File: src/verilog/upc_cfg.svh
/*
 Offsets, field positions, masks and codes of the packet capture and
 PHY control register block.
 Assumes inclusion by the design modules only.
*/
`ifndef UPC_CFG_SVH
`define UPC_CFG_SVH

// Register byte offsets
`define UPC_OFF_PID 8'h2C
`define UPC_OFF_EP 8'h30
`define UPC_OFF_TAG 8'h34
`define UPC_OFF_OTGM 8'h38
`define UPC_OFF_PWR 8'h3C
`define UPC_OFF_PHY 8'h40
`define UPC_OFF_IRQ_ST 8'h44
`define UPC_OFF_IRQ_MASK 8'h48

// Field positions
`define UPC_EP_VALID_BIT 4
`define UPC_PWR_WIDTH 9
`define UPC_PHY_PD_BIT 18
`define UPC_PHY_SE0_BIT 13
`define UPC_PHY_K_BIT 12
`define UPC_PHY_FLT_HI 11
`define UPC_PHY_FLT_LO 8
`define UPC_PHY_AUTO_BIT 7
`define UPC_PHY_CONF_HI 6
`define UPC_PHY_CONF_LO 4
// Writable bits of the PHY control word
`define UPC_PHY_RW_MASK 32'h00043FF0

// Endpoint tag ORed into the receive port
`define UPC_EP_TAG 5'h10

// Interrupt status bits
`define UPC_IRQ_PKT 0
`define UPC_IRQ_SE0 1
`define UPC_IRQ_K 2
`define UPC_IRQ_LS 3
`define UPC_IRQ_W 4

// Line states
`define UPC_LS_SE0 2'h0
`define UPC_LS_J 2'h1
`define UPC_LS_K 2'h2

`endif

File: src/verilog/upc_pkg.sv
/*
 Types shared by the capture and PHY control block.
 Assumes the configuration header is on the include path.
*/
package upc_pkg;
	typedef logic [31:0] upc_word_t;
	typedef logic [1:0] upc_ls_t;
	typedef enum logic [1:0] {UPC_AWAKE, UPC_SUSPENDED} upc_susp_t;
endpackage : upc_pkg

File: src/verilog/upc_sync3.sv
/*
 Three-flop input synchroniser with agreement check on a bus.
 Assumes the input is asynchronous to MCLK.
*/
`timescale 1ns/1ps
module upc_sync3 #(
	parameter int W = 2,
	parameter logic [W-1:0] INIT = '0
) (
	input wire logic clk,
	input wire logic rst_n,
	input wire logic [W-1:0] d,
	output logic [W-1:0] q
);
	logic [W-1:0] s1_reg;
	logic [W-1:0] s2_reg;
	logic [W-1:0] s3_reg;
	wire agree = (s2_reg == s3_reg);

	// Change counts only once stages two and three agree
	always_ff @(posedge clk or negedge rst_n)
	begin
		if (!rst_n)
		begin
			// Reset to the pin's idle level, so no false change follows reset
			s1_reg <= INIT;
			s2_reg <= INIT;
			s3_reg <= INIT;
			q <= INIT;
		end
		else
		begin
			s1_reg <= d;
			s2_reg <= s1_reg;
			s3_reg <= s2_reg;
			if (agree)
				q <= s3_reg;
		end
	end
endmodule : upc_sync3

File: src/verilog/upc_ls_filter.sv
/*
 Line state filter: a new line state passes only after it has held
 for one clock cycle more than two to the power of the shift value.
 Assumes a synchronised line state input.
*/
`timescale 1ns/1ps
`include "upc_cfg.svh"
module upc_ls_filter
	import upc_pkg::*;
(
	input wire logic clk,
	input wire logic rst_n,
	input wire logic [3:0] shift,
	input wire upc_pkg::upc_ls_t ls_in,
	output upc_pkg::upc_ls_t ls_out,
	output logic changed
);
	logic [15:0] cnt_reg;
	upc_ls_t cand_reg;
	wire [15:0] limit = 16'(16'h0001 << shift);
	wire differs = (ls_in != ls_out);
	wire restart = (ls_in != cand_reg);
	wire expire = differs && !restart && ((cnt_reg + 16'h0001) >= limit);

	// hold-off before propagating
	always_ff @(posedge clk or negedge rst_n)
	begin
		if (!rst_n)
		begin
			cnt_reg <= 16'h0000;
			cand_reg <= `UPC_LS_J;
			ls_out <= `UPC_LS_J;
			changed <= 1'b0;
		end
		else
		begin
			cand_reg <= ls_in;
			changed <= expire;
			if (!differs || restart)
				cnt_reg <= 16'h0000;
			else if (expire)
			begin
				cnt_reg <= 16'h0000;
				ls_out <= ls_in;
			end
			else
				cnt_reg <= cnt_reg + 16'h0001;
		end
	end
endmodule : upc_ls_filter

File: src/verilog/upc_top.sv
/*
 USB packet capture and PHY control registers: last PID and endpoint,
 endpoint tag mask, flag mask, power signalling value, PHY control with
 line state filter and hardware auto-resume, plus an interrupt unit.
 Assumes an Avalon-MM master on MCLK and packet strobes from the
 receive logic on MCLK; the PHY line state arrives asynchronously.

// How it works
// Latch each received PID, read-only
// Latch last endpoint number, read-only
// Endpoint valid bit after first capture
// Masked endpoints get 0x10 on receive port
// Bit 18 disables wide port pulldowns
// SE0 auto-resume sets bit 13, write-0 clears
// K auto-resume sets bit 12, write-0 clears
// Linestate change waits two-power-n clocks
// Bit 7 enables hardware resume from suspend
// Bits 6:4 drive PHY config pins
// Reserved bits read zero, ignore writes
*/
// The Avalon-MM interface to the registers was decided locally.
`timescale 1ns/1ps
`include "upc_cfg.svh"
module upc_top
	import upc_pkg::*;
(
	input wire logic MCLK,
	input wire logic RESET_N,
	input wire logic [7:0] AVS_ADDRESS,
	input wire logic AVS_READ,
	input wire logic AVS_WRITE,
	input wire logic [31:0] AVS_WRITEDATA,
	input wire logic [3:0] AVS_BYTEENABLE,
	output upc_pkg::upc_word_t AVS_READDATA,
	output logic AVS_WAITREQUEST,
	output logic [1:0] AVS_RESPONSE,
	input wire logic RX_PKT_VALID,
	input wire logic [3:0] RX_PKT_PID,
	input wire logic [3:0] RX_PKT_EP,
	output logic [4:0] RX_PORT_EP,
	output logic RX_PORT_VALID,
	input wire logic [1:0] PHY_LINESTATE,
	input wire logic SUSPEND_REQ,
	output logic [1:0] LINESTATE_FILT,
	output logic SUSPENDED,
	output logic RESUME_PULSE,
	output logic WIDE_PORT_A_PD_DIS,
	output logic WIDE_PORT_B_PD_DIS,
	output logic [2:0] PHY_CONFIG_PINS,
	output logic IRQ
);
	logic [3:0] pid_reg;
	logic [3:0] ep_reg;
	logic ep_valid_reg;
	logic [15:0] tag_mask_reg;
	upc_word_t otg_mask_reg;
	logic [`UPC_PWR_WIDTH-1:0] pwr_reg;
	upc_word_t phy_reg;
	logic [`UPC_IRQ_W-1:0] irq_st_reg;
	logic [`UPC_IRQ_W-1:0] irq_mask_reg;
	logic ack_reg;
	upc_susp_t susp_reg;
	upc_ls_t ls_sync;
	upc_ls_t ls_filt;
	logic ls_changed;

	// Bus decode: one wait state, answer on the second edge
	wire req = (AVS_READ || AVS_WRITE) && !ack_reg;
	wire wr_go = AVS_WRITE && ack_reg;
	wire hit_pid = (AVS_ADDRESS == `UPC_OFF_PID);
	wire hit_ep = (AVS_ADDRESS == `UPC_OFF_EP);
	wire hit_tag = (AVS_ADDRESS == `UPC_OFF_TAG);
	wire hit_otg = (AVS_ADDRESS == `UPC_OFF_OTGM);
	wire hit_pwr = (AVS_ADDRESS == `UPC_OFF_PWR);
	wire hit_phy = (AVS_ADDRESS == `UPC_OFF_PHY);
	wire hit_ist = (AVS_ADDRESS == `UPC_OFF_IRQ_ST);
	wire hit_imk = (AVS_ADDRESS == `UPC_OFF_IRQ_MASK);
	wire hit_any = hit_pid | hit_ep | hit_tag | hit_otg | hit_pwr | hit_phy | hit_ist | hit_imk;
	wire [31:0] be_mask = {{8{AVS_BYTEENABLE[3]}}, {8{AVS_BYTEENABLE[2]}},
		{8{AVS_BYTEENABLE[1]}}, {8{AVS_BYTEENABLE[0]}}};
	wire [31:0] wmask = be_mask & {32{wr_go}};
	wire [31:0] wdat = AVS_WRITEDATA;

	// only documented fields assemble into read data
	wire [31:0] rd_mux = hit_pid ? {28'h0000000, pid_reg} :
		hit_ep ? {27'h0000000, ep_valid_reg, ep_reg} :
		hit_tag ? {16'h0000, tag_mask_reg} :
		hit_otg ? otg_mask_reg :
		hit_pwr ? {23'h000000, pwr_reg} :
		hit_phy ? (phy_reg & `UPC_PHY_RW_MASK) :
		hit_ist ? {28'h0000000, irq_st_reg} :
		hit_imk ? {28'h0000000, irq_mask_reg} : 32'h00000000;

	// Hold-off exponent for the line state filter
	wire [3:0] flt_shift = phy_reg[`UPC_PHY_FLT_HI:`UPC_PHY_FLT_LO];

	// Auto-resume events, only while suspended and enabled
	// A line change while awake is only a status event
	wire auto_en = phy_reg[`UPC_PHY_AUTO_BIT];
	wire in_susp = (susp_reg == UPC_SUSPENDED);
	wire res_se0 = in_susp && auto_en && ls_changed && (ls_filt == `UPC_LS_SE0);
	wire res_k = in_susp && auto_en && ls_changed && (ls_filt == `UPC_LS_K);

	// line state through synchroniser then hold-off filter
	upc_sync3 #(
		.W(2),
		.INIT(`UPC_LS_J)
	) u_sync (
		.clk(MCLK),
		.rst_n(RESET_N),
		.d(PHY_LINESTATE),
		.q(ls_sync)
	);

	upc_ls_filter u_filt (
		.clk(MCLK),
		.rst_n(RESET_N),
		.shift(flt_shift),
		.ls_in(ls_sync),
		.ls_out(ls_filt),
		.changed(ls_changed)
	);

	// Read data and response settle at the request edge, stand until the next
	wire [31:0] rdata_next = AVS_READ ? rd_mux : 32'h00000000;
	wire [1:0] resp_next = hit_any ? 2'h0 : 2'h2;

	// One wait state: acknowledge follows the first request cycle
	// Holding the request past the acknowledge starts a new transfer
	always_ff @(posedge MCLK or negedge RESET_N)
	begin
		if (!RESET_N)
			ack_reg <= 1'b0;
		else
			ack_reg <= req;
	end

	// Bus handshake; waitrequest drops in the acknowledge cycle
	always_ff @(posedge MCLK or negedge RESET_N)
	begin
		if (!RESET_N)
		begin
			AVS_READDATA <= 32'h00000000;
			AVS_RESPONSE <= 2'h0;
		end
		else if (req)
		begin
			AVS_READDATA <= rdata_next;
			AVS_RESPONSE <= resp_next;
		end
	end

	assign AVS_WAITREQUEST = (AVS_READ || AVS_WRITE) && !ack_reg;

	// capture of the last received packet
	always_ff @(posedge MCLK or negedge RESET_N)
	begin
		if (!RESET_N)
		begin
			pid_reg <= 4'h0;
			ep_reg <= 4'h0;
			ep_valid_reg <= 1'b0;
		end
		else if (RX_PKT_VALID)
		begin
			// latch PID
			pid_reg <= RX_PKT_PID;
			// latch endpoint
			ep_reg <= RX_PKT_EP;
			// endpoint now valid
			ep_valid_reg <= 1'b1;
		end
	end

	// Tag bit of the arriving endpoint; untagged endpoints pass unchanged
	wire pkt_tagged = tag_mask_reg[RX_PKT_EP];
	wire [4:0] port_ep_next = {1'b0, RX_PKT_EP} | (pkt_tagged ? `UPC_EP_TAG : 5'h00);

	// tagged endpoint onto the receive port
	always_ff @(posedge MCLK or negedge RESET_N)
	begin
		if (!RESET_N)
		begin
			RX_PORT_EP <= 5'h00;
			RX_PORT_VALID <= 1'b0;
		end
		else
		begin
			RX_PORT_VALID <= RX_PKT_VALID;
			if (RX_PKT_VALID)
				RX_PORT_EP <= port_ep_next;
		end
	end

	// Lane write masks per register; a miss writes nothing
	// Reserved upper bits never reach a register
	wire [15:0] tag_wr = hit_tag ? wmask[15:0] : 16'h0000;
	wire [31:0] otg_wr = hit_otg ? wmask : 32'h00000000;
	wire [8:0] pwr_wr = hit_pwr ? wmask[8:0] : 9'h000;
	wire [3:0] imk_wr = hit_imk ? wmask[3:0] : 4'h0;

	// mask writable
	wire [15:0] tag_mask_next = (tag_mask_reg & ~tag_wr) | (wdat[15:0] & tag_wr);
	wire [31:0] otg_mask_next = (otg_mask_reg & ~otg_wr) | (wdat & otg_wr);
	wire [`UPC_PWR_WIDTH-1:0] pwr_next = (pwr_reg & ~pwr_wr) | (wdat[8:0] & pwr_wr);
	wire [`UPC_IRQ_W-1:0] irq_mask_next = (irq_mask_reg & ~imk_wr) | (wdat[3:0] & imk_wr);

	// Endpoint tag mask
	always_ff @(posedge MCLK or negedge RESET_N)
	begin
		if (!RESET_N)
			tag_mask_reg <= 16'h0000;
		else
			tag_mask_reg <= tag_mask_next;
	end

	// Flag mask, all bits kept for software
	always_ff @(posedge MCLK or negedge RESET_N)
	begin
		if (!RESET_N)
			otg_mask_reg <= 32'h00000000;
		else
			otg_mask_reg <= otg_mask_next;
	end

	// Power signalling value and its valid bit
	always_ff @(posedge MCLK or negedge RESET_N)
	begin
		if (!RESET_N)
			pwr_reg <= 9'h000;
		else
			pwr_reg <= pwr_next;
	end

	// Interrupt mask
	always_ff @(posedge MCLK or negedge RESET_N)
	begin
		if (!RESET_N)
			irq_mask_reg <= 4'h0;
		else
			irq_mask_reg <= irq_mask_next;
	end

	// PHY control: hardware set of the resume cause wins over a clear
	wire [31:0] phy_wr = (hit_phy ? wmask : 32'h00000000) & `UPC_PHY_RW_MASK;
	wire [31:0] phy_base = (phy_reg & ~phy_wr) | (wdat & phy_wr);
	wire [31:0] phy_next = phy_base | ({31'h00000000, res_se0} << `UPC_PHY_SE0_BIT)
		| ({31'h00000000, res_k} << `UPC_PHY_K_BIT);

	always_ff @(posedge MCLK or negedge RESET_N)
	begin
		if (!RESET_N)
			phy_reg <= 32'h00000000;
		else
			// sticky resume causes; R11: reserved ignored
			phy_reg <= phy_next;
	end

	// suspend controller, active only with auto-resume enabled
	always_ff @(posedge MCLK or negedge RESET_N)
	begin
		if (!RESET_N)
			susp_reg <= UPC_AWAKE;
		else
		begin
			case (susp_reg)
				UPC_AWAKE:
					if (SUSPEND_REQ && auto_en)
						susp_reg <= UPC_SUSPENDED;
				UPC_SUSPENDED:
					if (res_se0 || res_k || !auto_en)
						susp_reg <= UPC_AWAKE;
				default:
					susp_reg <= UPC_AWAKE;
			endcase
		end
	end

	// Interrupt status: write one to clear, set wins
	wire [3:0] irq_ev = {ls_changed, res_k, res_se0, RX_PKT_VALID};
	wire [3:0] irq_clr = hit_ist ? (wdat[3:0] & wmask[3:0]) : 4'h0;
	wire [3:0] irq_st_next = (irq_st_reg & ~irq_clr) | irq_ev;

	always_ff @(posedge MCLK or negedge RESET_N)
	begin
		if (!RESET_N)
			irq_st_reg <= 4'h0;
		else
			irq_st_reg <= irq_st_next;
	end

	// PHY control fields that leave the block
	wire pd_dis = phy_reg[`UPC_PHY_PD_BIT];
	wire [2:0] conf_bits = phy_reg[`UPC_PHY_CONF_HI:`UPC_PHY_CONF_LO];

	// pulldown disable; R10: config pins from register
	assign WIDE_PORT_A_PD_DIS = pd_dis;
	assign WIDE_PORT_B_PD_DIS = pd_dis;
	assign PHY_CONFIG_PINS = conf_bits;
	// software polls the filtered line state otherwise
	assign LINESTATE_FILT = ls_filt;
	assign SUSPENDED = in_susp;
	assign RESUME_PULSE = res_se0 || res_k;
	assign IRQ = |(irq_st_reg & irq_mask_reg);
endmodule : upc_top

File: config.mk
export PLATFORM = sky130hd
export DESIGN_NAME = upc_top
export DESIGN_NICKNAME = d
export VERILOG_FILES = /design/src/verilog/upc_pkg.sv /design/src/verilog/upc_sync3.sv /design/src/verilog/upc_ls_filter.sv /design/src/verilog/upc_top.sv
export VERILOG_INCLUDE_DIRS = /design/src /design/src/verilog
export SDC_FILE = /design/constraint.sdc
export NUM_CORES = 1
export LEC_CHECK = 0
export ABC_CLOCK_PERIOD_IN_PS = 3550
export CELL_PAD_IN_SITES_DETAIL_PLACEMENT = 1
export CELL_PAD_IN_SITES_GLOBAL_PLACEMENT = 1
export CORE_UTILIZATION = 53
export CTS_BUF_LIST = sky130_fd_sc_hd__clkbuf_2 sky130_fd_sc_hd__clkbuf_4 sky130_fd_sc_hd__clkbuf_8
export CTS_CLUSTER_SIZE = 16
export DETAILED_ROUTE_END_ITERATION = 16
export DONT_BUFFER_PORTS = 1
export PLACE_DENSITY = 0.79
export SKIP_CTS_REPAIR_TIMING = 1
export SYNTH_ARGS = -nofsm -noshare
export SYNTH_HDL_FRONTEND = slang
export SYNTH_SLANG_ARGS = --single-unit
File: constraint.sdc
create_clock -name MCLK -period 3.55 [get_ports MCLK]
set_clock_uncertainty 0.05 [all_clocks]
set_input_delay 0 -clock MCLK [delete_from_list [all_inputs] [get_ports MCLK]]
set_output_delay 0 -clock MCLK [all_outputs]
set_load 0.02 [all_outputs]
# == After elaboration in Yosys (flattened, before gate mapping) ==
# Cells that the tools add are included.
# word_totals
reg_bits,178
out_inout_bits,51
wordCells,125
# classes
add_sub_neg,1
order_cmp,2
eq_ne,15
n_shift,1
muxes,24
bitwise_logic,37
n_reduce_logical,22
# op_table
op,count
32-bit 2-to-1 mux,6
32-bit bitwise AND,4
32-bit OR,2
19-bit 2-to-1 mux,3
16-bit 2-to-1 mux,3
8-bit by 6-bit equality test with 1-bit output (second input constant),5
16-bit bitwise AND,2
32-bit by 19-bit bitwise AND with 32-bit output,1
19-bit inverter with 32-bit output,1
32-bit inverter,1
32-bit by 13-bit OR with 32-bit output,1
32-bit by 14-bit OR with 32-bit output,1
8-bit by 7-bit equality test with 1-bit output (second input constant),3
4-bit bitwise AND,5
9-bit bitwise AND,2
16-bit by 1-bit adder with 16-bit output (second input constant),1
16-bit greater-or-equal comparator,1
4-bit 2-to-1 mux,4
16-bit inverter,1
16-bit OR,1
1-bit by 4-bit << shifter with 16-bit output (first input constant),1
1-bit logical AND,9
9-bit 2-to-1 mux,1
9-bit inverter,1
other kinds (23),42

# == Depth between registers and ports, before layout ==
# Gate-level depths: netlist of the first run.
# logic_depth
depth_word,10
ltp_mapped,11

# == Hierarchy ==
# Synthesis of the first run repeated with hierarchy kept, for this count alone.
# hier_totals
hier_cells,613
area_unflattened_um2,7428.4
# by_module_without_submodules
mod,instances,cells_each,area_per_inst_um2,seq_area_each_um2
upc_top,1,451,5671.7,3052.9
upc_ls_filter,1,146,1501.4,528.0
upc_sync3,1,16,255.2,205.2

# == Worst setup path before layout of the first run ==
# OpenSTA, ideal clock, no wires.
# synth_timing
path_type,register to register
startpoint,reg u_filt.cnt_reg[5]
endpoint,reg u_filt.ls_out[1]
arrival_time_ns,2.497
slack_ns,0.879
stages_incl_launch_ff,11
n_path_buf,0
synth_period_minus_slack_ns,2.671
path_cell_list,dfrtp_1 nand4_1 nor3_1 nand3_1 xnor2_1 ha_1 nand4_1 nor3_1 a31oi_4 a21oi_1 mux2_2
# synth_between
elab_chain_len,4
# synth_lines
element,line_no,source
from (decl),upc_ls_filter.sv:18,logic [15:0] cnt_reg;
from (signal assigned),upc_ls_filter.sv:47,cnt_reg <= cnt_reg + 16'h0001;
16-bit by 1-bit adder with 16-bit output,upc_ls_filter.sv:23,wire expire = differs && !restart && ((cnt_reg + 16'h0001) >= limit);
16-bit greater-or-equal comparator,upc_ls_filter.sv:23,
1-bit logical AND,upc_ls_filter.sv:23,
net u_filt.expire,upc_ls_filter.sv:23,
2-bit AND reduction (no source line),-,
to (signal assigned),upc_ls_filter.sv:32,ls_out <= `UPC_LS_J;
to (signal assigned),upc_ls_filter.sv:44,ls_out <= ls_in;
to (decl),upc_ls_filter.sv:15,"output upc_pkg::upc_ls_t ls_out,"
# The timed path passes the listed nets, and every way through them passes these cells.
# A chain may end at the register's enable or synchronous reset.

# == Final worst setup path of the first run ==
# layout_timing
startpoint,reg u_filt.cnt_reg[5]
endpoint,reg u_filt.cnt_reg[14]
# layout_between
elab_chain_len,5
# layout_lines
element,line_no,source
16-bit by 1-bit adder with 16-bit output (*),"upc_ls_filter.sv:23, upc_ls_filter.sv:47",
16-bit greater-or-equal comparator,upc_ls_filter.sv:23,
1-bit logical AND,upc_ls_filter.sv:23,
16-bit 2-to-1 mux (*),upc_ls_filter.sv:41,else if (expire)
16-bit 2-to-1 mux (*),upc_ls_filter.sv:39,if (!differs || restart)
# Every way passes the cells marked *; elsewhere a longest branch is shown, timed or not.

==> results of run 1 <==
synthesized netlist by cell type (2+ instances only):
library cell / instances / share of area
nand2_2: 2 / 0.0017
and2_4: 2 / 0.0024
o22ai_1: 3 / 0.0026
nor2b_1: 17 / 0.015
nor2_1: 25 / 0.013
o21ai_0: 16 / 0.011
nor3_1: 4 / 0.0028
a22oi_1: 19 / 0.020
xor2_1: 8 / 0.0096
a21o_1: 3 / 0.0031
buf_4: 7 / 0.0072
o31ai_1: 2 / 0.0021
and3_1: 16 / 0.014
dfrtp_1: 145 / 0.50
a21oi_1: 18 / 0.012
dfstp_2: 6 / 0.022
nand4_1: 7 / 0.0060
xnor2_1: 12 / 0.014
clkbuf_1: 10 / 0.0052
ha_1: 17 / 0.029
buf_2: 5 / 0.0034
nand2_1: 49 / 0.025
buf_6: 2 / 0.0031
nand3_1: 24 / 0.017
nor2_4: 2 / 0.0031
nand2_8: 2 / 0.0055
o221ai_1: 2 / 0.0024
inv_1: 4 / 0.0021
mux4_1: 4 / 0.014
nand2b_1: 5 / 0.0043
o21ai_1: 7 / 0.0048
o2bb2ai_1: 2 / 0.0024
mux2_2: 69 / 0.11
o211ai_1: 5 / 0.0052
or2_2: 2 / 0.0017
mux2_4: 17 / 0.035
a22o_1: 23 / 0.028
nor2_2: 2 / 0.0017
cells by family after synthesis:
family / count (synthesis) / synth area share
DFF: 151 / 0.521
and+or+nand+nor: 172 / 0.132
other: 1 / 0.000516
buffers and inverters: 30 / 0.0238
adders and majority gates: 17 / 0.0293
muxes: 93 / 0.163
xor gates and xnor gates: 20 / 0.0241
AOI/OAI and AO/OA: 109 / 0.107
per-layer routing:
| layer | routed length (um) | vias to the layer above | part of all wire |
|---|---|---|---|
| met5 | 0 | - | 0 |
| met4 | 614 | 0 | 0.029 |
| met3 | 1530 | 61 | 0.072 |
| met2 | 10700 | 252 | 0.50 |
| met1 | 8350 | 2734 | 0.39 |
| li1 | - | 2311 | - |
path summary, 6_finish.rpt:
path                                                     end  slack [ns]  cells after the start
worst max-delay path            u_filt.cnt_reg[14]$_DFF_PN0_        0.11                     10
worst min-delay path             AVS_READDATA[1]$_DFFE_PN0P_       -0.01                      5
worst max register to register  u_filt.cnt_reg[14]$_DFF_PN0_        0.11                     10
worst min register to register    u_sync.s2_reg[1]$_DFF_PN0_        0.31                      0
max in group asynchronous                          async pin        2.72                      2
min in group asynchronous                          async pin        0.16                      2
power breakdown:
part           internal (mW)  leakage (nW)  switching (mW)
logic                  0.135          1.74           0.172
registers               1.78          2.02          0.0778
clock network          0.753         0.219           0.686
total                   2.66          3.97           0.935
area by class of cell:
type                       count  share of cell area
sequential                   151               0.442
clock inverter                12              0.0194
timing repair buffer          78              0.0929
clock buffer                  20              0.0314
antenna                        1            0.000292
tap                          176              0.0257
multi-input combinational    412               0.387
inverter                       4             0.00175
tightest hold or removal path, delay by kind of cell:
kind             cells  cell delay (ns)
AND/OR/NAND/NOR      3             0.24
AO/OA/AOI/OAI        2             0.20
==> impl_metrics.toml, run 1 <==
[setup_path]
crit_path_start_kind = "flop"
critPathTopFamily = "simple AND/OR/NAND/NOR gates"
worst_ep_required_time_ns = 3.88
startpoint = "u_filt.cnt_reg[5]$_DFF_PN0_"
crit_type = "reg2reg"
cpMaxStageDelayCell = "nor3_1"
cp_data_arrival_time_ns = 3.77
critPathMaxStageDelay_ns = 0.49
crit_chain = "nand4_1 -> nor3_1 -> and3_1 -> xor2_1 -> ha_1 -> a21oi_1 -> o21ai_0 -> a211oi_2 -> nand2_1 -> nor2b_1"
worstPathMaxFanout = 9
crit-reg2reg-launch = "u_filt.cnt_reg[5]$_DFF_PN0_"
path_buf_inv = 0
worstSetupEndpointType = "flop"

[cts]
clockBufferDepth = 2
clk_pin_slew_ns = 0.08
ctsHtreeMaxLevel = 4
cts_root_buf = "clkbuf_8"
clock_latency_ns = 0.46
numCtsBuffers = 17
cts_tree = "built"
clock-sinks = 151

[power_and_ir_drop]
p_leak_nw = 3.97
total_power_mw = 3.60
ir_worst_vdd_v = 0.000276
power_density_nw_per_um2 = 420

[placed_design]
gp_congestion = 0.886
dp_hpwl_um = 13300
postPlaceCellArea_sq_um = 7340
dp.cells = 744
place_ws_ns = 0.362
io_buffers = 0

[route]
antenna_left = 0
wl_per_cell_um = 24.8
drt_iter0_markers = 380
routed_via_density = 6.27
dr_total_vias = 5358
routed_wl_um = 21200
drc = 0
first_pass_iters = 5

[die]
core-area_sq_um = 13300
start_util = 0.547
io_pins = 111
die_height_um = 119
row_count = 42
die_area_sq_um = 14200
fp.dieW_um = 119

[logic_synthesis]
syn_inst = 593
synth_nets = 670
synth_area_per_cell_sq_um = 12.3
ys_seq_area_frac = 0.521
yosys_warnings = 0
ys_ff_latch = 151
synthDistinctLibCells = 66
dominantRegCellSynth = "dfrtp_1"
syn-cell-area_sq_um = 7270
ys_async_sr_fraction = 1.00
synth_edf_count = 0

[outcome]
violations = "negative hold slack"
status = "finished, violations left"

[sta]
layout_setup_ws_ns = 0.113
period_share = 0.968
fin_crit_ns = 3.44
hold_ws_ns = -0.0106
hold_violations = 1
final_max_slew_viol_count = 0
worstMarginPinSlew_ns = 0.763
finalSetupViolCount = 0
max_freq_mhz = 291
fin_tns_setup_ns = 0
max_slew_margin = 0.491

[cells_and_area]
drive_gt1_frac = 0.219
layout.area.seq_sq_um = 3790
area_growth_pct = 17.9
fillCellCount = 1333
fin_nets = 741
fin_util = 0.644
finalNonFillerCells = 854
layout_commonest_cell = "dfrtp_1"
multi_input_area_sq_um = 3310
mostFrequentLayoutCells = "dfrtp_1, dlygate4sd3_1, mux2_2"
stdcell_area_sq_um = 8570

[global_route]
overflow = 0
gr-usage-met1 = 0.348
grt_pass1_vias = 5314
grt_pass1_wl_um = 29400
grt_max_degree = 152
grt_usage = 0.274
antenna_found_initial = 1
busiest_layer = "met2"
use_met2 = 0.447
grt_use_met3 = 0.0733

[worst_hold_path]
min_path_type = "in2reg"
hp-start = "AVS_ADDRESS[7]"

[run]
cap_violations = 0
Power figures use the tool's default switching activity.
==> run 2: changes to the inputs <==
--- a/config.mk
+++ b/config.mk
@@ -15,6 +15,7 @@
 export DETAILED_ROUTE_END_ITERATION = 16
 export DONT_BUFFER_PORTS = 1
 export PLACE_DENSITY = 0.79
+export REMOVE_ABC_BUFFERS = 1
 export SKIP_CTS_REPAIR_TIMING = 1
 export SYNTH_ARGS = -nofsm -noshare
 export SYNTH_HDL_FRONTEND = slang
==> impl_metrics.toml, run 2 (same netlist as run 1, synthesis figures left out) <==
[setup_path]
ff2ff_path_depth = 10
crit_type = "reg2reg"
r2r_slack_ns = 0.40
crit-reg2reg-launch = "u_filt.cnt_reg[5]$_DFF_PN0_"
startpoint = "u_filt.cnt_reg[5]$_DFF_PN0_"
crit_end = "u_filt.cnt_reg[7]$_DFF_PN0_"
reg2reg_to = "u_filt.cnt_reg[7]$_DFF_PN0_"
crit_path_start_kind = "flop"
worstSetupEndpointType = "flop"
worstPathMaxFanout = 9
worst_ep_required_time_ns = 3.88
cp_data_arrival_time_ns = 3.48

[cts]
numCtsBuffers = 17
ctsHtreeMaxLevel = 4
cts_tree = "built"
cts_root_buf = "clkbuf_8"
clock_latency_ns = 0.47
clk_pin_slew_ns = 0.08
clock-sinks = 151
clockBufferDepth = 2

[power_and_ir_drop]
p_sw_frac = 0.270
clkPwrFrac = 0.383
power_density_nw_per_um2 = 414
ir_worst_vdd_v = 0.000255
p_switching_uw = 948
total_power_mw = 3.51
power_frac_comb = 0.087
internal_power_mw = 2.57
p_leak_nw = 3.92
sequentialPowerShare = 0.530

[die]
io_pins = 111
core-area_sq_um = 13300
die_area_sq_um = 14200
fp.dieW_um = 119
die_height_um = 119
start_util = 0.547
row_count = 42

[sta]
period_share = 0.886
layout_setup_ws_ns = 0.405
grt_setup_unrepaired = "no"
fin_crit_ns = 3.15
fin_tns_setup_ns = 0
finalSetupViolCount = 0
final_max_slew_viol_count = 0
max_slew_margin = 0.487
max_freq_mhz = 318
hold_ws_ns = 0.00781
hold_violations = 0
worstMarginPinSlew_ns = 0.764

[placed_design]
gp_congestion = 0.841
io_buffers = 0
place_ws_ns = 0.299
dp.cells = 744
dp_hpwl_um = 13200

[cells_and_area]
drive_gt1_frac = 0.221
layout_commonest_cell = "dfrtp_1"
mostFrequentLayoutCells = "dfrtp_1, dlygate4sd3_1, mux2_2"
fillCellCount = 1304
finalNonFillerCells = 849
fin_nets = 737
diodes = 0
area_growth_pct = 16.9

[route]
antenna_left = 0
drc = 0
wl_per_cell_um = 24.8
drt_iter0_markers = 346
routed_wl_um = 21100
routed_via_density = 6.31
dr_total_vias = 5355
first_pass_iters = 6

[worst_hold_path]
worstHoldPathCells = 4
min_path_type = "in2reg"
hp-start = "AVS_ADDRESS[7]"

[global_route]
grt_use_met3 = 0.0833
grt_pass1_vias = 5421
grt_max_degree = 152
grt_usage = 0.284
grt_pass1_wl_um = 30400
use_met2 = 0.449
busiest_layer = "met2"
gr-usage-met1 = 0.354
antenna_found_initial = 0
overflow = 0

[outcome]
status = "complete, no violations"

[run]
cap_violations = 0
[run 2: metal layers]
layer	routed length, um	up-vias
li1	-	2291
met3	1330	73
met1	8360	2750
met5	0	-
met2	10500	241
met4	859	0
[run 2: stage by stage]
stage          instance area, sq um   util
3_5_place_dp                   7340  0.552
2_1_floorplan                  7110      -
3_3_place_gp                   7340  0.552
6_report                       8490  0.639
5_1_grt                        8490  0.639
4_1_cts                        7740  0.582
[run 2: worst max-delay path, stage by stage (launching register included)]
cell and delay [ns]:
dfrtp_1 0.43, nand4_1 0.18, nor3_2 0.33, and3_1 0.22, xor2_1 0.19, ha_1 0.29, a21oi_1 0.21, o21ai_0 0.16
a211oi_2 0.47, nand2_1 0.31, nor2b_1 0.22
[run 2: power groups by stage]
| stage | clock network [mW] | registers, mW | logic (mW) |
|---|---|---|---|
| after floorplan | 0 | 1.87 | 0.145 |
| after global placement | 0 | 1.89 | 0.176 |
| after CTS | 1.37 | 1.86 | 0.190 |
| final | 1.35 | 1.86 | 0.305 |
| after detailed placement | 0 | 1.90 | 0.187 |
| after global routing | 1.43 | 1.87 | 0.332 |
[run 2: final cells by class]
class                      instances  area, sq um  area share
inverter                           4         15.0     0.00177
clock inverter                    13          144      0.0169
multi-input combinational        412         3320       0.391
tap                              176          220      0.0259
timing repair buffer              74          756      0.0890
clock buffer                      19          255      0.0300
sequential                       151         3790       0.446
[run 2: how the worst min path moves through the flow]
stage,endpoint,slack (ns)
3_5_place_dp,AVS_READDATA[19]$_DFFE_PN0P_,-0.34
4_1_cts,async pin,-0.85
6_report,irq_st_reg[1]$_DFF_PN0_,0.008
2_1_floorplan,AVS_READDATA[0]$_DFFE_PN0P_,-0.35
5_1_grt,RX_PORT_EP[4]$_DFFE_PN0P_,0.002
3_3_place_gp,u_filt.cnt_reg[10]$_DFF_PN0_,-0.34
==> run 3: changes to the inputs <==
--- a/config.mk
+++ b/config.mk
@@ -10,11 +10,11 @@
 export CELL_PAD_IN_SITES_DETAIL_PLACEMENT = 1
 export CELL_PAD_IN_SITES_GLOBAL_PLACEMENT = 1
 export CORE_UTILIZATION = 53
-export CTS_BUF_LIST = sky130_fd_sc_hd__clkbuf_2 sky130_fd_sc_hd__clkbuf_4 sky130_fd_sc_hd__clkbuf_8
+export CTS_BUF_LIST = sky130_fd_sc_hd__clkbuf_8
 export CTS_CLUSTER_SIZE = 16
 export DETAILED_ROUTE_END_ITERATION = 16
 export DONT_BUFFER_PORTS = 1
-export PLACE_DENSITY = 0.79
+export PLACE_DENSITY_LB_ADDON = 0.05
 export REMOVE_ABC_BUFFERS = 1
 export SKIP_CTS_REPAIR_TIMING = 1
 export SYNTH_ARGS = -nofsm -noshare
==> impl_metrics.toml, run 3 (same netlist as run 1, synthesis figures left out) <==
[cells_and_area]
drive_gt1_frac = 0.217
diodes = 0
layout_commonest_cell = "dfrtp_1"
finalNonFillerCells = 853
fin_nets = 741
stdcell_area_sq_um = 8590
mostFrequentLayoutCells = "dfrtp_1, dlygate4sd3_1, mux2_2"
area_growth_pct = 18.1

[cts]
cts_root_buf = "clkbuf_8"
ctsHtreeMaxLevel = 4
clock-sinks = 151
clockBufferDepth = 2
clock_latency_ns = 0.48
clk_pin_slew_ns = 0.09
numCtsBuffers = 17
cts_tree = "built"

[global_route]
antenna_found_initial = 0
grt_pass1_wl_um = 28700
grt_max_degree = 152
overflow = 0
grt_usage = 0.269
grt_pass1_vias = 5237

[setup_path]
cp_data_arrival_time_ns = 3.55
crit_path_start_kind = "flop"
startpoint = "u_filt.cnt_reg[5]$_DFF_PN0_"
reg2reg_to = "u_filt.ls_out[1]$_DFFE_PN0P_"
ff2ff_path_depth = 10
crit_type = "reg2reg"
crit-reg2reg-launch = "u_filt.cnt_reg[5]$_DFF_PN0_"
worst_ep_required_time_ns = 3.85
worstSetupEndpointType = "flop"
worstPathMaxFanout = 10
r2r_slack_ns = 0.30

[die]
start_util = 0.547
fp.dieW_um = 119
die_area_sq_um = 14200
die_height_um = 119
core-area_sq_um = 13300
io_pins = 111
row_count = 42

[sta]
worstMarginPinSlew_ns = 0.730
max_slew_margin = 0.513
hold_ws_ns = -0.0633
hold_violations = 3
fin_crit_ns = 3.25
grt_setup_unrepaired = "no"
finalSetupViolCount = 0
fin_tns_setup_ns = 0
max_freq_mhz = 308
period_share = 0.914
final_max_slew_viol_count = 0

[worst_hold_path]
worstHoldPathCells = 4
hp-start = "AVS_ADDRESS[4]"
min_path_type = "in2reg"
holdPathEnd = "AVS_READDATA[1]$_DFFE_PN0P_"

[route]
dr_total_vias = 5267
wl_per_cell_um = 25.2
first_pass_iters = 5
routed_via_density = 6.17
drc = 0
drt_iter0_markers = 344
antenna_left = 0
routed_wl_um = 21500

[outcome]
status = "finished, violations left"
violations = "negative hold slack"

[power_and_ir_drop]
ir_worst_vdd_v = 0.000306
p_leak_nw = 3.98
power_density_nw_per_um2 = 438
total_power_mw = 3.76

[run]
cap_violations = 0

[placed_design]
dp.cells = 745
io_buffers = 0
postPlaceCellArea_sq_um = 7350
gp_congestion = 0.869
dp_hpwl_um = 12700
==> run 3: changes by cell type in the layout (fill, tap and decap cells not counted), moves of 2 or more <==
cell / change
bufinv_16: +3
clkinvlp_4: -3
dlygate4sd3_1: +3
clkinv_4: -2
inv_1: +2
inv_6: +2
==> run 3: power breakdown <==
| group | leakage, nW | switching, mW | internal (mW) |
|---|---|---|---|
| clock | 0.236 | 0.732 | 0.847 |
| sequential | 2.02 | 0.0831 | 1.78 |
| combinational | 1.72 | 0.181 | 0.144 |
| total | 3.98 | 0.996 | 2.77 |
==> run 3: worst max-delay path: stages, from the launching register on <==
cell	delay, ns
dfrtp_1	0.45
nand4_1	0.17
nor3_1	0.46
nand3_1	0.19
xnor2_1	0.18
ha_1	0.32
nand4_1	0.16
nor3_1	0.37
a31oi_4	0.11
a21oi_1	0.31
mux2_2	0.37
==> run 3: metrics by stage <==
step / worst slack [ns] / utilization
floorplan: 0.879 / -
global placement: 0.594 / 0.553
detailed placement: 0.384 / 0.553
CTS: 0.392 / 0.587
global route: 0.118 / 0.646
finish: 0.304 / 0.646
==> run 3: worst max-delay path by stage <==
stage	endpoint	slack [ns]	depth (start not counted)
final	u_filt.ls_out[1]$_DFFE_PN0P_	0.30	10
after global routing	u_filt.ls_out[1]$_DFFE_PN0P_	0.12	10
after CTS	u_filt.ls_out[1]$_DFFE_PN0P_	0.39	10
after detailed placement	u_filt.ls_out[1]$_DFFE_PN0P_	0.38	10
after global placement	u_filt.ls_out[1]$_DFFE_PN0P_	0.59	10
after floorplan	u_filt.ls_out[1]$_DFFE_PN0P_	0.88	10
==> run 3: layout make-up <==
class	instances	area (sq um)
fill	1300	4710
sequential	151	3790
multi-input combinational	412	3310
timing repair buffer	78	793
clock buffer	17	234
clock inverter	15	225
tap	176	220
inverter	4	15.0
==> run 3: layer usage <==
| layer | up-vias | GRT usage | wire, um |
|---|---|---|---|
| met3 | 40 | 0.0709 | 907 |
| li1 | 2296 | - | - |
| met1 | 2777 | 0.343 | 8460 |
| met5 | - | 0 | 0 |
| met2 | 154 | 0.438 | 11500 |
| met4 | 0 | 0.105 | 619 |
